[src/hdl/rtu_pkg.sv]
package rtu_pkg;

	// ==========================================================
	// Register offsets
	localparam logic [5:0] ADDR_SECONDARY_FLAGS = 6'h05;
	localparam logic [5:0] ADDR_CONTROL_BITS = 6'h09;
	localparam logic [5:0] ADDR_COUNT_READBACK = 6'h0C;
	localparam logic [5:0] ADDR_DIVIDER_CONFIG = 6'h2A;
	localparam logic [5:0] ADDR_EVENT_SELECT = 6'h2B;
	localparam logic [5:0] ADDR_RELOAD_HOLDING = 6'h2C;

	// ==========================================================
	// Field positions
	localparam int BIT_RUNNING_FLAG = 7;
	localparam int BIT_START_COMMAND = 1;
	localparam int BIT_STOP_COMMAND = 2;
	localparam int BIT_AUTO_RELOAD = 5;
	localparam int PRESCALER_MSB = 4;
	localparam int BIT_START_TX_BEGIN = 0;
	localparam int BIT_START_TX_END = 1;
	localparam int BIT_STOP_RX_BEGIN = 2;
	localparam int BIT_STOP_RX_END = 3;

	// ==========================================================
	// Reset values and counts
	localparam logic [7:0] RESET_BYTE = 8'h00;
	localparam logic [7:0] COUNT_ZERO = 8'h00;
	localparam logic [7:0] COUNT_ONE = 8'h01;
	localparam logic [4:0] PRESCALER_RESET = 5'h00;
	localparam logic [3:0] SELECT_RESET = 4'h0;
	localparam logic [31:0] DIV_ZERO = 32'h0000_0000;
	localparam logic [31:0] DIV_ONE = 32'h0000_0001;

	// ==========================================================
	// Carriers
	typedef struct packed {
		logic tx_begin;
		logic tx_end;
		logic rx_begin;
		logic rx_end;
	} rtu_events_t;

	typedef struct packed {
		logic stop_on_receive_end;
		logic stop_on_receive_begin;
		logic start_on_transmit_end;
		logic start_on_transmit_begin;
	} rtu_select_t;

	typedef struct packed {
		logic wr;
		logic rd;
		logic [5:0] addr;
		logic [7:0] wdata;
	} rtu_reg_req_t;

	typedef enum logic {
		RTU_IDLE,
		RTU_RUNNING
	} rtu_state_t;

endpackage : rtu_pkg

[src/hdl/rtu_timer.sv]
`timescale 1ns/100ps
module rtu_timer
	import rtu_pkg::*;
#(
	parameter int COUNT_W = 8,
	parameter int PRE_W = 5,
	parameter int DIV_W = 32
) (
	input wire logic clk_i,
	input wire logic arst_n_i,
	input wire rtu_reg_req_t reg_req_i,
	input wire rtu_events_t events_i,
	output logic [7:0] rd_data_o,
	output logic rd_valid_o,
	output logic timeout_interrupt_request_o,
	output logic running_flag_o,
	output logic [COUNT_W-1:0] count_o
);

	// ==========================================================
	// Helpers
	function automatic logic [DIV_W-1:0] tick_limit(input logic [PRE_W-1:0] pre);
		logic [DIV_W-1:0] lim;
		lim = (DIV_ONE << pre) - DIV_ONE;
		return lim;
	endfunction : tick_limit

	function automatic logic is_write(input rtu_reg_req_t req, input logic [5:0] a);
		logic hit;
		hit = req.wr && (req.addr == a);
		return hit;
	endfunction : is_write

	// ==========================================================
	// Software-visible registers
	logic [7:0] reload_holding_r;
	logic auto_reload_enable_r;
	logic [PRE_W-1:0] prescaler_field_r;
	rtu_select_t event_select_r;

	// Snapshot taken at each start
	logic act_auto_r;
	logic [PRE_W-1:0] act_pre_r;
	// Auto reload uses this copy, so a reload write mid-run waits for the next start
	logic [COUNT_W-1:0] act_reload_r;
	rtu_select_t act_sel_r;

	// Counting state
	rtu_state_t state_r;
	rtu_state_t state_nxt;
	logic [COUNT_W-1:0] count_r;
	logic [COUNT_W-1:0] count_nxt;
	logic [DIV_W-1:0] div_r;
	logic [DIV_W-1:0] div_nxt;
	logic irq_r;
	logic irq_nxt;
	logic [7:0] rd_data_r;
	logic [7:0] rd_data_nxt;
	logic rd_valid_r;
	logic running_r;

	// ==========================================================
	// Register decode
	wire wr_reload = is_write(reg_req_i, ADDR_RELOAD_HOLDING);
	wire wr_divider = is_write(reg_req_i, ADDR_DIVIDER_CONFIG);
	wire wr_select = is_write(reg_req_i, ADDR_EVENT_SELECT);
	wire wr_control = is_write(reg_req_i, ADDR_CONTROL_BITS);

	// Strobes act only in the write cycle, nothing is stored
	wire software_start_command = wr_control && reg_req_i.wdata[BIT_START_COMMAND];
	wire software_stop_command = wr_control && reg_req_i.wdata[BIT_STOP_COMMAND];

	// ==========================================================
	// Event qualification
	// Start selection uses live settings: the event itself is the start
	wire start_tx_begin = events_i.tx_begin && event_select_r.start_on_transmit_begin;
	wire start_tx_end = events_i.tx_end && event_select_r.start_on_transmit_end;
	wire start_event = start_tx_begin || start_tx_end || software_start_command;

	// Stop selection uses the snapshot taken at start
	wire stop_rx_begin = events_i.rx_begin && act_sel_r.stop_on_receive_begin;
	wire stop_rx_end = events_i.rx_end && act_sel_r.stop_on_receive_end;
	wire stop_event = stop_rx_begin || stop_rx_end || software_stop_command;

	wire is_running = (state_r == RTU_RUNNING);

	// ==========================================================
	// Prescaler tick
	wire [DIV_W-1:0] div_limit = tick_limit(act_pre_r);
	wire tick = is_running && (div_r == div_limit);

	// ==========================================================
	// Counter step on a tick
	wire count_is_zero = (count_r == COUNT_ZERO);
	wire count_is_one = (count_r == COUNT_ONE);
	wire reload_now = tick && act_auto_r && count_is_one;
	wire reach_zero = tick && !act_auto_r && count_is_one;
	wire zero_stop = tick && !act_auto_r && count_is_zero;
	wire [COUNT_W-1:0] count_dec = count_r - COUNT_ONE[COUNT_W-1:0];

	// ==========================================================
	// Next-state logic
	always_comb begin
		state_nxt = state_r;
		count_nxt = count_r;
		div_nxt = div_r;
		irq_nxt = 1'b0;
		if (start_event) begin
			// Start beats any stop arriving alongside
			state_nxt = RTU_RUNNING;
			count_nxt = reload_holding_r[COUNT_W-1:0];
			div_nxt = DIV_ZERO;
		end else if (stop_event) begin
			// Halts quietly, even on the cycle it would hit zero
			state_nxt = RTU_IDLE;
			div_nxt = DIV_ZERO;
		end else if (is_running) begin
			case (state_r)
				RTU_RUNNING: begin
					if (tick) begin
						div_nxt = DIV_ZERO;
						if (reload_now) begin
							count_nxt = act_reload_r;
							irq_nxt = 1'b1;
						end else if (reach_zero) begin
							count_nxt = COUNT_ZERO[COUNT_W-1:0];
							irq_nxt = 1'b1;
							state_nxt = RTU_IDLE;
						end else if (zero_stop) begin
							// Started from a zero reload: nothing to time
							state_nxt = RTU_IDLE;
						end else if (!count_is_zero) begin
							count_nxt = count_dec;
						end
					end else begin
						div_nxt = div_r + DIV_ONE;
					end
				end
				default: begin
					state_nxt = RTU_IDLE;
				end
			endcase
		end
	end

	// ==========================================================
	// Read mux
	always_comb begin
		rd_data_nxt = RESET_BYTE;
		case (reg_req_i.addr)
			ADDR_SECONDARY_FLAGS: rd_data_nxt[BIT_RUNNING_FLAG] = is_running;
			ADDR_COUNT_READBACK: rd_data_nxt[COUNT_W-1:0] = count_r;
			ADDR_DIVIDER_CONFIG: begin
				rd_data_nxt[BIT_AUTO_RELOAD] = auto_reload_enable_r;
				rd_data_nxt[PRESCALER_MSB:0] = prescaler_field_r;
			end
			ADDR_EVENT_SELECT: rd_data_nxt[BIT_STOP_RX_END:0] = event_select_r;
			ADDR_RELOAD_HOLDING: rd_data_nxt = reload_holding_r;
			// Command strobes never read back
			ADDR_CONTROL_BITS: rd_data_nxt = RESET_BYTE;
			default: rd_data_nxt = RESET_BYTE;
		endcase
	end

	// ==========================================================
	// Configuration registers: storing only, never touch count
	always_ff @(posedge clk_i or negedge arst_n_i) begin
		if (!arst_n_i) begin
			reload_holding_r <= RESET_BYTE;
		end else if (wr_reload) begin
			reload_holding_r <= reg_req_i.wdata;
		end
	end

	always_ff @(posedge clk_i or negedge arst_n_i) begin
		if (!arst_n_i) begin
			auto_reload_enable_r <= 1'b0;
			prescaler_field_r <= PRESCALER_RESET;
		end else if (wr_divider) begin
			auto_reload_enable_r <= reg_req_i.wdata[BIT_AUTO_RELOAD];
			// Values above 21 are accepted but out of range for software
			prescaler_field_r <= reg_req_i.wdata[PRESCALER_MSB:0];
		end
	end

	always_ff @(posedge clk_i or negedge arst_n_i) begin
		if (!arst_n_i) begin
			event_select_r <= SELECT_RESET;
		end else if (wr_select) begin
			event_select_r <= reg_req_i.wdata[BIT_STOP_RX_END:0];
		end
	end

	// ==========================================================
	// Snapshot of settings at each start
	always_ff @(posedge clk_i or negedge arst_n_i) begin
		if (!arst_n_i) begin
			act_auto_r <= 1'b0;
			act_pre_r <= PRESCALER_RESET;
			act_sel_r <= SELECT_RESET;
			act_reload_r <= COUNT_ZERO[COUNT_W-1:0];
		end else if (start_event) begin
			act_reload_r <= reload_holding_r[COUNT_W-1:0];
			act_auto_r <= auto_reload_enable_r;
			act_pre_r <= prescaler_field_r;
			act_sel_r <= event_select_r;
		end
	end

	// ==========================================================
	// Counting state
	always_ff @(posedge clk_i or negedge arst_n_i) begin
		if (!arst_n_i) begin
			state_r <= RTU_IDLE;
			count_r <= COUNT_ZERO[COUNT_W-1:0];
			div_r <= DIV_ZERO;
			irq_r <= 1'b0;
			running_r <= 1'b0;
		end else begin
			running_r <= (state_nxt == RTU_RUNNING);
			state_r <= state_nxt;
			count_r <= count_nxt;
			div_r <= div_nxt;
			irq_r <= irq_nxt;
		end
	end

	// ==========================================================
	// Read port
	always_ff @(posedge clk_i or negedge arst_n_i) begin
		if (!arst_n_i) begin
			rd_data_r <= RESET_BYTE;
			rd_valid_r <= 1'b0;
		end else begin
			rd_data_r <= reg_req_i.rd ? rd_data_nxt : RESET_BYTE;
			rd_valid_r <= reg_req_i.rd;
		end
	end

	// ==========================================================
	// Outputs
	assign rd_data_o = rd_data_r;
	assign rd_valid_o = rd_valid_r;
	assign timeout_interrupt_request_o = irq_r;
	assign running_flag_o = running_r;
	assign count_o = count_r;

endmodule : rtu_timer

[config.mk]
export PLATFORM = sky130hd
export DESIGN_NAME = rtu_timer
export DESIGN_NICKNAME = d
export VERILOG_FILES = /design/src/hdl/rtu_pkg.sv /design/src/hdl/rtu_timer.sv
export SDC_FILE = /design/constraint.sdc
export NUM_CORES = 1
export LEC_CHECK = 0
export ABC_AREA = 1
export BUFFER_PORTS_ARGS = -buffer_cell sky130_fd_sc_hd__buf_2
export CAP_MARGIN = 40
export CORE_MARGIN = 2
export CORE_UTILIZATION = 55
export DETAILED_ROUTE_END_ITERATION = 7
export GPL_TIMING_DRIVEN = 1
export PLACE_DENSITY = 0.73
export SLEW_MARGIN = 20
export SYNTH_ARGS = -nofsm -noshare
export SYNTH_HDL_FRONTEND = slang
export SYNTH_SLANG_ARGS = --single-unit
[constraint.sdc]
create_clock -name clk_i -period 3.2 [get_ports clk_i]
set_input_delay 0.16 -clock clk_i [delete_from_list [all_inputs] [get_ports clk_i]]
set_output_delay 0.16 -clock clk_i [all_outputs]
set_load 0.05 [all_outputs]
==> results.py, run 1 <==
metrics = {
    "synthesis": {
        "synth-seq-cells": 85,
        "synth_edf_count": 0,
        "yosysMostFrequentCell": "nand2_1",
        "ys_async_sr_fraction": 1.000,
        "ys_warn_count": 0,
        "yosys.area.top_type_share": 0.3352,
        "yosys-top-cells-area": "dfrtp_1 (34%), nand2_1 (15%), nand3_1 (8.7%), inv_1 (6.9%), nor2_1 (6.4%)",
        "synth_cell_types": 49,
        "synth.largest_area_cell": "dfrtp_1",
        "synth.avg_cell_area_um2": 6.575,
        "synth_area_um2": 6345,
        "syn-num-nets": 991,
        "ys_top_cells_by_count": "nand2_1 (259), inv_1 (116), nand3_1 (110)",
        "ys_seq_area_frac": 0.3352,
        "synth_cells": 965,
        "synthFlopType": "dfrtp_1",
    },
    "routing": {
        "routedWlPerCell_um": 16.79,
        "viasPerCell": 5.867,
        "ant_nets": 0,
        "route.met2.wl_mm": 9.018,
        "wl_met1_mm": 7.876,
        "drtIter0Drc": 804,
        "routed.top_layer": "met4",
        "drt_first_pass_iters": 6,
        "routed-via-count": 6823,
        "met3WireLength_mm": 1.779,
        "route.detailed.drc": 0,
        "routed_wl_mm": 19.53,
    },
    "floorplan": {
        "chipHeight_um": 111.4,
        "start_util": 0.5605,
        "die_w_um": 111.4,
        "dieArea_um2": 12410,
        "fp.coreArea_um2": 11320,
        "row_count": 39,
        "io_pins": 41,
    },
    "placed_design": {
        "place_hpwl_mm": 14.77,
        "dp_slack_ps": 33.94,
        "dp_cells": 1141,
        "placement.cell_area_um2": 6730,
        "portBuffers": 40,
        "place.gp.congestion": 1.034,
    },
    "global_route": {
        "first_global_vias": 6466,
        "antenna_found_initial": 0,
        "grt_max_degree": 59,
        "grt_usage": 0.3180,
        "grt_pass1_wl_mm": 31.89,
        "grt-ovfl-total": 0,
    },
    "final_layout": {
        "fin_area_um2": 7226,
        "fill_cells": 1063,
        "nets": 1041,
        "fin_util": 0.6383,
        "area.growth.synth_to_final_pct": 13.88,
        "stdcell_count": 1163,
        "drive_gt1_frac": 0.1353,
        "n_antenna_cell": 0,
    },
    "pwr": {
        "p_leak_nw": 3.586,
        "peakVddDrop_v": 0.0005381,
        "power.density_nw_per_um2": 643.5,
        "power_mw": 4.649,
    },
    "sta": {
        "post-route-period-util": 0.9471,
        "worst_slack_ps": 169.4,
        "tightest_slew_ps": 683.3,
        "relSlewSlack": 0.5428,
        "setup_viol": 0,
        "hold_viol": 0,
        "whs_ps": 57.83,
        "slew_viol_final": 0,
        "skew_ps": 10.91,
        "period_minus_slack_ps": 3031,
        "max_freq_ghz": 0.3300,
        "setup_tns_ps": 0,
    },
    "clocking": {
        "htreeDepth": 3,
        "cts_made_buffers": 9,
        "path_clk_slew_ps": 60,
        "cts-root-buf": "clkbuf_16",
        "cts_tree": "built",
        "clk_latency_ps": 340,
        "cts.sinks": 85,
        "cts.path.max_buffers": 2,
    },
    "setup_path": {
        "worst_r2r_startpoint": "act_pre_r[1]",
        "reg2regPathDepth": 20,
        "critPathMaxStageDelay_ps": 440,
        "crit_chain": "nor2_2 -> nand3_2 -> ha_4 -> inv_1 -> nand2_1 -> nand3_2 -> nor2_1 -> nand2_1 -> nor2_1 -> nand3_1 -> nor2_2 -> nand3_1 -> nor3_4 -> nand3_2 -> nor2_4 -> nand2_2 -> nand3_4 -> inv_2 -> nand3_1 -> o21ai_1",
        "rrSetupSlack_ps": 170,
        "rr_endpoint": "div_r[7]",
        "crit_path_start_kind": "flop",
        "cp_slowest_cell": "dfrtp_1",
        "end_kind": "flop",
        "timing_worst_setup_path_type": "flop to flop",
        "cp.arrival_ps": 3230,
        "cp_data_required_time_ps": 3400,
        "cp_max_fo": 8,
    },
    "flow_run": {
        "drv_cap": 0,
    },
    "min_path": {
        "min_to": "reload_holding_r[6]",
        "hold_depth": 2,
        "worstHoldPathType": "input port to flop",
        "hold_start": "reg_req_i[6]",
    },
    "status": {
        "status": "finished clean",
    },
}
how the worst max path moves through the flow:
stage,from,endpoint,cells after the start
2_1_floorplan,act_pre_r[3],div_r[10],20
3_3_place_gp,act_pre_r[3],div_r[13],19
3_5_place_dp,act_pre_r[3],div_r[8],20
4_1_cts,act_pre_r[3],div_r[7],20
5_1_grt,act_pre_r[1],count_o[1],20
6_report,act_pre_r[1],div_r[7],20
sequential cells by signal, summed over array words and instances, names as in the netlist:
signal / cells
act_auto_r: 1
act_pre_r: 5
act_reload_r: 8
act_sel_r: 2
auto_reload_enable_r: 1
count_o: 8
div_r: 32
event_select_r: 4
prescaler_field_r: 5
rd_data_o: 8
rd_valid_o: 1
reload_holding_r: 8
running_flag_o: 1
timeout_interrupt_request_o: 1
layout by cell type (no fill, tap or decap), types with 13 or more instances in the layout:
master,count
nand2_1,257
inv_1,116
nand3_1,105
nor2_1,103
dfrtp_1,85
o21ai_0,61
buf_2,39
nand4_1,35
xor2_1,22
buf_4,19
nor2_2,15
nor3_1,14
a21oi_1,13
o21ai_1,13
cell type report:
type	count	area [um^2]	share of cell area
Clock inverter	4	55.05	0.007619
Inverter	126	475.5	0.06580
Tap cell	143	178.9	0.02476
Timing Repair Buffer	63	407.9	0.05645
Multi-Input combinational cell	730	3715	0.5141
Sequential cell	85	2127	0.2944
Clock buffer	12	266.5	0.03688
layer usage:
layer  global-route usage  vias up
met5                    0        -
met4               0.1374        0
met3              0.04083       62
met2               0.5126      381
met1               0.4345     3116
li1                     -     3264
what timing repair did:
action | in CTS | in global routing
endpoints found under the hold margin | 28 | 0
buffers inserted | 0 | 4
gates resized for setup | 0 | 27
hold buffers | 2 | 0
setup endpoints to repair | 0 | 42
power by group:
group	internal (mW)	leakage, nW	switching (mW)
Sequential	1.20	1.14	0.176
Combinational	0.668	2.29	1.51
Clock	0.671	0.155	0.425
Total	2.54	3.59	2.11
critical path: cells and delay by family (launching register included):
kind / cells / cell delay [ps]
DFF: 1 / 440
buffers and inverters: 2 / 130
adders and majority gates: 1 / 300
AOI/OAI and AO/OA: 1 / 80
and+or+nand+nor: 16 / 1930
kinds of logic (layout without fill, tap and decap cells):
logic type | Yosys count | count (layout) | share of synthesized area
AND/OR/NAND/NOR | 580 | 580 | 0.4151
buffers and inverters | 150 | 205 | 0.09761
AO/OA/AOI/OAI | 116 | 116 | 0.1020
flip-flops | 85 | 85 | 0.3352
XOR/XNOR | 28 | 28 | 0.03865
adder cells (fa/ha/maj) | 4 | 4 | 0.007888
multiplexers | 2 | 2 | 0.003549
(Power assumes the default switching activity.)
==> inputs of run 2 (changes only) <==
--- a/config.mk
+++ b/config.mk
@@ -5,14 +5,12 @@
 export SDC_FILE = /design/constraint.sdc
 export NUM_CORES = 1
 export LEC_CHECK = 0
-export ABC_AREA = 1
 export BUFFER_PORTS_ARGS = -buffer_cell sky130_fd_sc_hd__buf_2
 export CAP_MARGIN = 40
 export CORE_MARGIN = 2
-export CORE_UTILIZATION = 55
+export CORE_UTILIZATION = 45
 export DETAILED_ROUTE_END_ITERATION = 7
 export GPL_TIMING_DRIVEN = 1
-export PLACE_DENSITY = 0.73
 export SLEW_MARGIN = 20
 export SYNTH_ARGS = -nofsm -noshare
 export SYNTH_HDL_FRONTEND = slang
==> results.py, run 2 <==
metrics = {
    "status": {
        "status": "finished clean",
    },
    "setup_path": {
        "cp.arrival_ps": 3370,
        "rrSetupSlack_ps": 60,
        "crit_chain": "nor2b_1 -> nand2_4 -> ha_4 -> or4b_4 -> o32a_1 -> o211ai_1 -> nand4b_1 -> nor4_4 -> nand4_1 -> buf_6 -> buf_6 -> buf_4 -> nand4b_1 -> nand3_1",
        "reg2regPathDepth": 14,
        "worst_r2r_startpoint": "act_pre_r[0]",
        "cp_data_required_time_ps": 3440,
        "timing_worst_setup_path_type": "flop to flop",
        "startpoint": "act_pre_r[0]",
        "end_kind": "flop",
        "crit_path_start_kind": "flop",
        "rr_endpoint": "div_r[28]",
        "cp_max_fo": 7,
        "critPathMaxStageDelay_ps": 520,
        "cp-endpoint": "div_r[28]",
        "cp_slowest_cell": "or4b_4",
    },
    "synthesis": {
        "synth_cell_types": 73,
        "ys_async_sr_fraction": 1.000,
        "synth-seq-cells": 85,
        "synth_cells": 704,
        "ys_warn_count": 0,
        "ys_seq_area_frac": 0.3655,
        "synthFlopType": "dfrtp_1",
        "synth.avg_cell_area_um2": 8.266,
        "synth_area_um2": 5819,
        "synth.largest_area_cell": "dfrtp_1",
        "ys_top_cells_by_count": "nand2_1 (118), dfrtp_1 (85), nand3_1 (44)",
        "yosys-top-cells-area": "dfrtp_1 (37%), nand2_1 (7.6%), nand3_1 (3.8%), mux2_2 (3.5%), mux2i_1 (2.9%)",
        "yosysMostFrequentCell": "nand2_1",
        "synth_edf_count": 0,
        "yosys.area.top_type_share": 0.3655,
        "syn-num-nets": 730,
    },
    "routing": {
        "route.detailed.drc": 0,
        "ant_nets": 0,
        "drtIter0Drc": 637,
        "viasPerCell": 6.012,
        "routedWlPerCell_um": 19.33,
        "drt_first_pass_iters": 5,
        "routed_wl_mm": 17.98,
        "routed-via-count": 5591,
    },
    "sta": {
        "skew_ps": 7.788,
        "tightest_slew_ps": 720.7,
        "post-route-period-util": 0.9797,
        "whs_ps": 31.36,
        "setup_tns_ps": 0,
        "slew_viol_final": 0,
        "worst_slack_ps": 64.85,
        "rsz0062_at_grt": "true",
        "max_freq_ghz": 0.3190,
        "relSlewSlack": 0.5195,
        "setup_viol": 0,
        "period_minus_slack_ps": 3135,
        "hold_viol": 0,
    },
    "clocking": {
        "cts-root-buf": "clkbuf_16",
        "cts_made_buffers": 9,
        "htreeDepth": 3,
        "clk_latency_ps": 350,
        "cts.sinks": 85,
        "cts_tree": "built",
        "path_clk_slew_ps": 70,
        "cts.path.max_buffers": 2,
    },
    "placed_design": {
        "place_hpwl_mm": 13.00,
        "place.gp.congestion": 0.8955,
        "portBuffers": 40,
        "dp_cells": 908,
        "placement.cell_area_um2": 6369,
        "dp_slack_ps": -101.2,
    },
    "final_layout": {
        "n_antenna_cell": 0,
        "drive_gt1_frac": 0.2203,
        "area.growth.synth_to_final_pct": 18.08,
        "fin_area_um2": 6872,
        "final_cell_mix": "nand2_1 (114), dfrtp_1 (85), buf_4 (46)",
        "nets": 779,
        "largest_register_ffs": 32,
        "final_common_cell": "nand2_1",
        "regMostFlops": "div_r",
        "fin_util": 0.5445,
        "stdcell_count": 930,
    },
    "floorplan": {
        "dieArea_um2": 13860,
        "io_pins": 41,
        "start_util": 0.4611,
        "row_count": 41,
        "chipHeight_um": 117.7,
        "die_w_um": 117.7,
        "fp.coreArea_um2": 12620,
    },
    "flow_run": {
        "drv_cap": 0,
    },
    "global_route": {
        "grt_usage": 0.2607,
        "grt_pass1_wl_mm": 28.61,
        "grt_max_degree": 50,
        "antenna_found_initial": 0,
        "first_global_vias": 5339,
        "grt-ovfl-total": 0,
    },
    "pwr": {
        "p_leak_nw": 2.917,
        "peakVddDrop_v": 0.0004294,
        "power_mw": 5.505,
        "power.density_nw_per_um2": 801.1,
    },
    "min_path": {
        "worstHoldPathType": "input port to flop",
    },
}
run 2: cell types whose count changed in the layout (fill, tap and decap cells not counted), moves of 27 or more:
| cell | change |
|---|---|
| inv_1 | -99 |
| nand3_1 | -61 |
| nand2_1 | -143 |
| buf_4 | +27 |
| nor2_1 | -73 |
| o21ai_0 | -30 |
run 2: what timing repair did:
action	CTS	global route
buffers inserted	0	3
gates cloned	0	1
endpoints found under the setup margin	18	42
pin swaps	2	18
resized for setup	5	28
hold buffers	2	0
endpoints found under the hold margin	27	0
run 2: how the worst min path moves through the flow:
stage            startpoint                  end  slack, ps  cells after the start
2_1_floorplan      arst_n_i           act_auto_r       -140                      0
3_3_place_gp       arst_n_i         act_pre_r[1]        330                      1
3_5_place_dp       arst_n_i         act_pre_r[1]         60                      1
4_1_cts        reg_req_i[7]  reload_holding_r[7]         30                      2
5_1_grt        reg_req_i[7]  reload_holding_r[7]         40                      2
6_report       reg_req_i[7]  reload_holding_r[7]         30                      2
run 2: metal layers:
layer  GRT usage  vias to the layer above  wire length [um]
met5           0                        -                 0
met4      0.1340                        0               755
met3     0.04021                       45               936
met2      0.4364                      206              8700
met1      0.3261                     2691              7584
li1            -                     2649                 -
run 2: area by class of cell:
type	count	area [um^2]
clock buffer	10	239.0
clock inverter	6	47.55
fill	1226	5748
inverter	18	67.56
multi-input combinational	544	3497
sequential	85	2127
tap	172	215.2
timing repair buffer	95	678.2
run 2: where the power goes:
group          internal (mW)  switching, mW  total, mW
sequential              1.25          0.249       1.50
clock                  0.552          0.458       1.01
combinational           1.25           1.75       3.00
total                   3.05           2.46       5.50
run 2: cell families after synthesis:
family / Yosys count / share of synthesized area
DFF: 85 / 0.3655
AOI/OAI and AO/OA: 140 / 0.1574
xor gates and xnor gates: 26 / 0.04300
buffers and inverters: 75 / 0.05826
muxes: 35 / 0.06407
adders and majority gates: 4 / 0.008601
and+or+nand+nor: 339 / 0.3032
run 2: worst max-delay path: cells and delay by family (launching register included):
kind | cells | cell delay, ps
AO/OA/AOI/OAI | 2 | 350
adder cells (fa/ha/maj) | 1 | 180
buffers and inverters | 3 | 440
flip-flops | 1 | 380
AND/OR/NAND/NOR | 8 | 1670
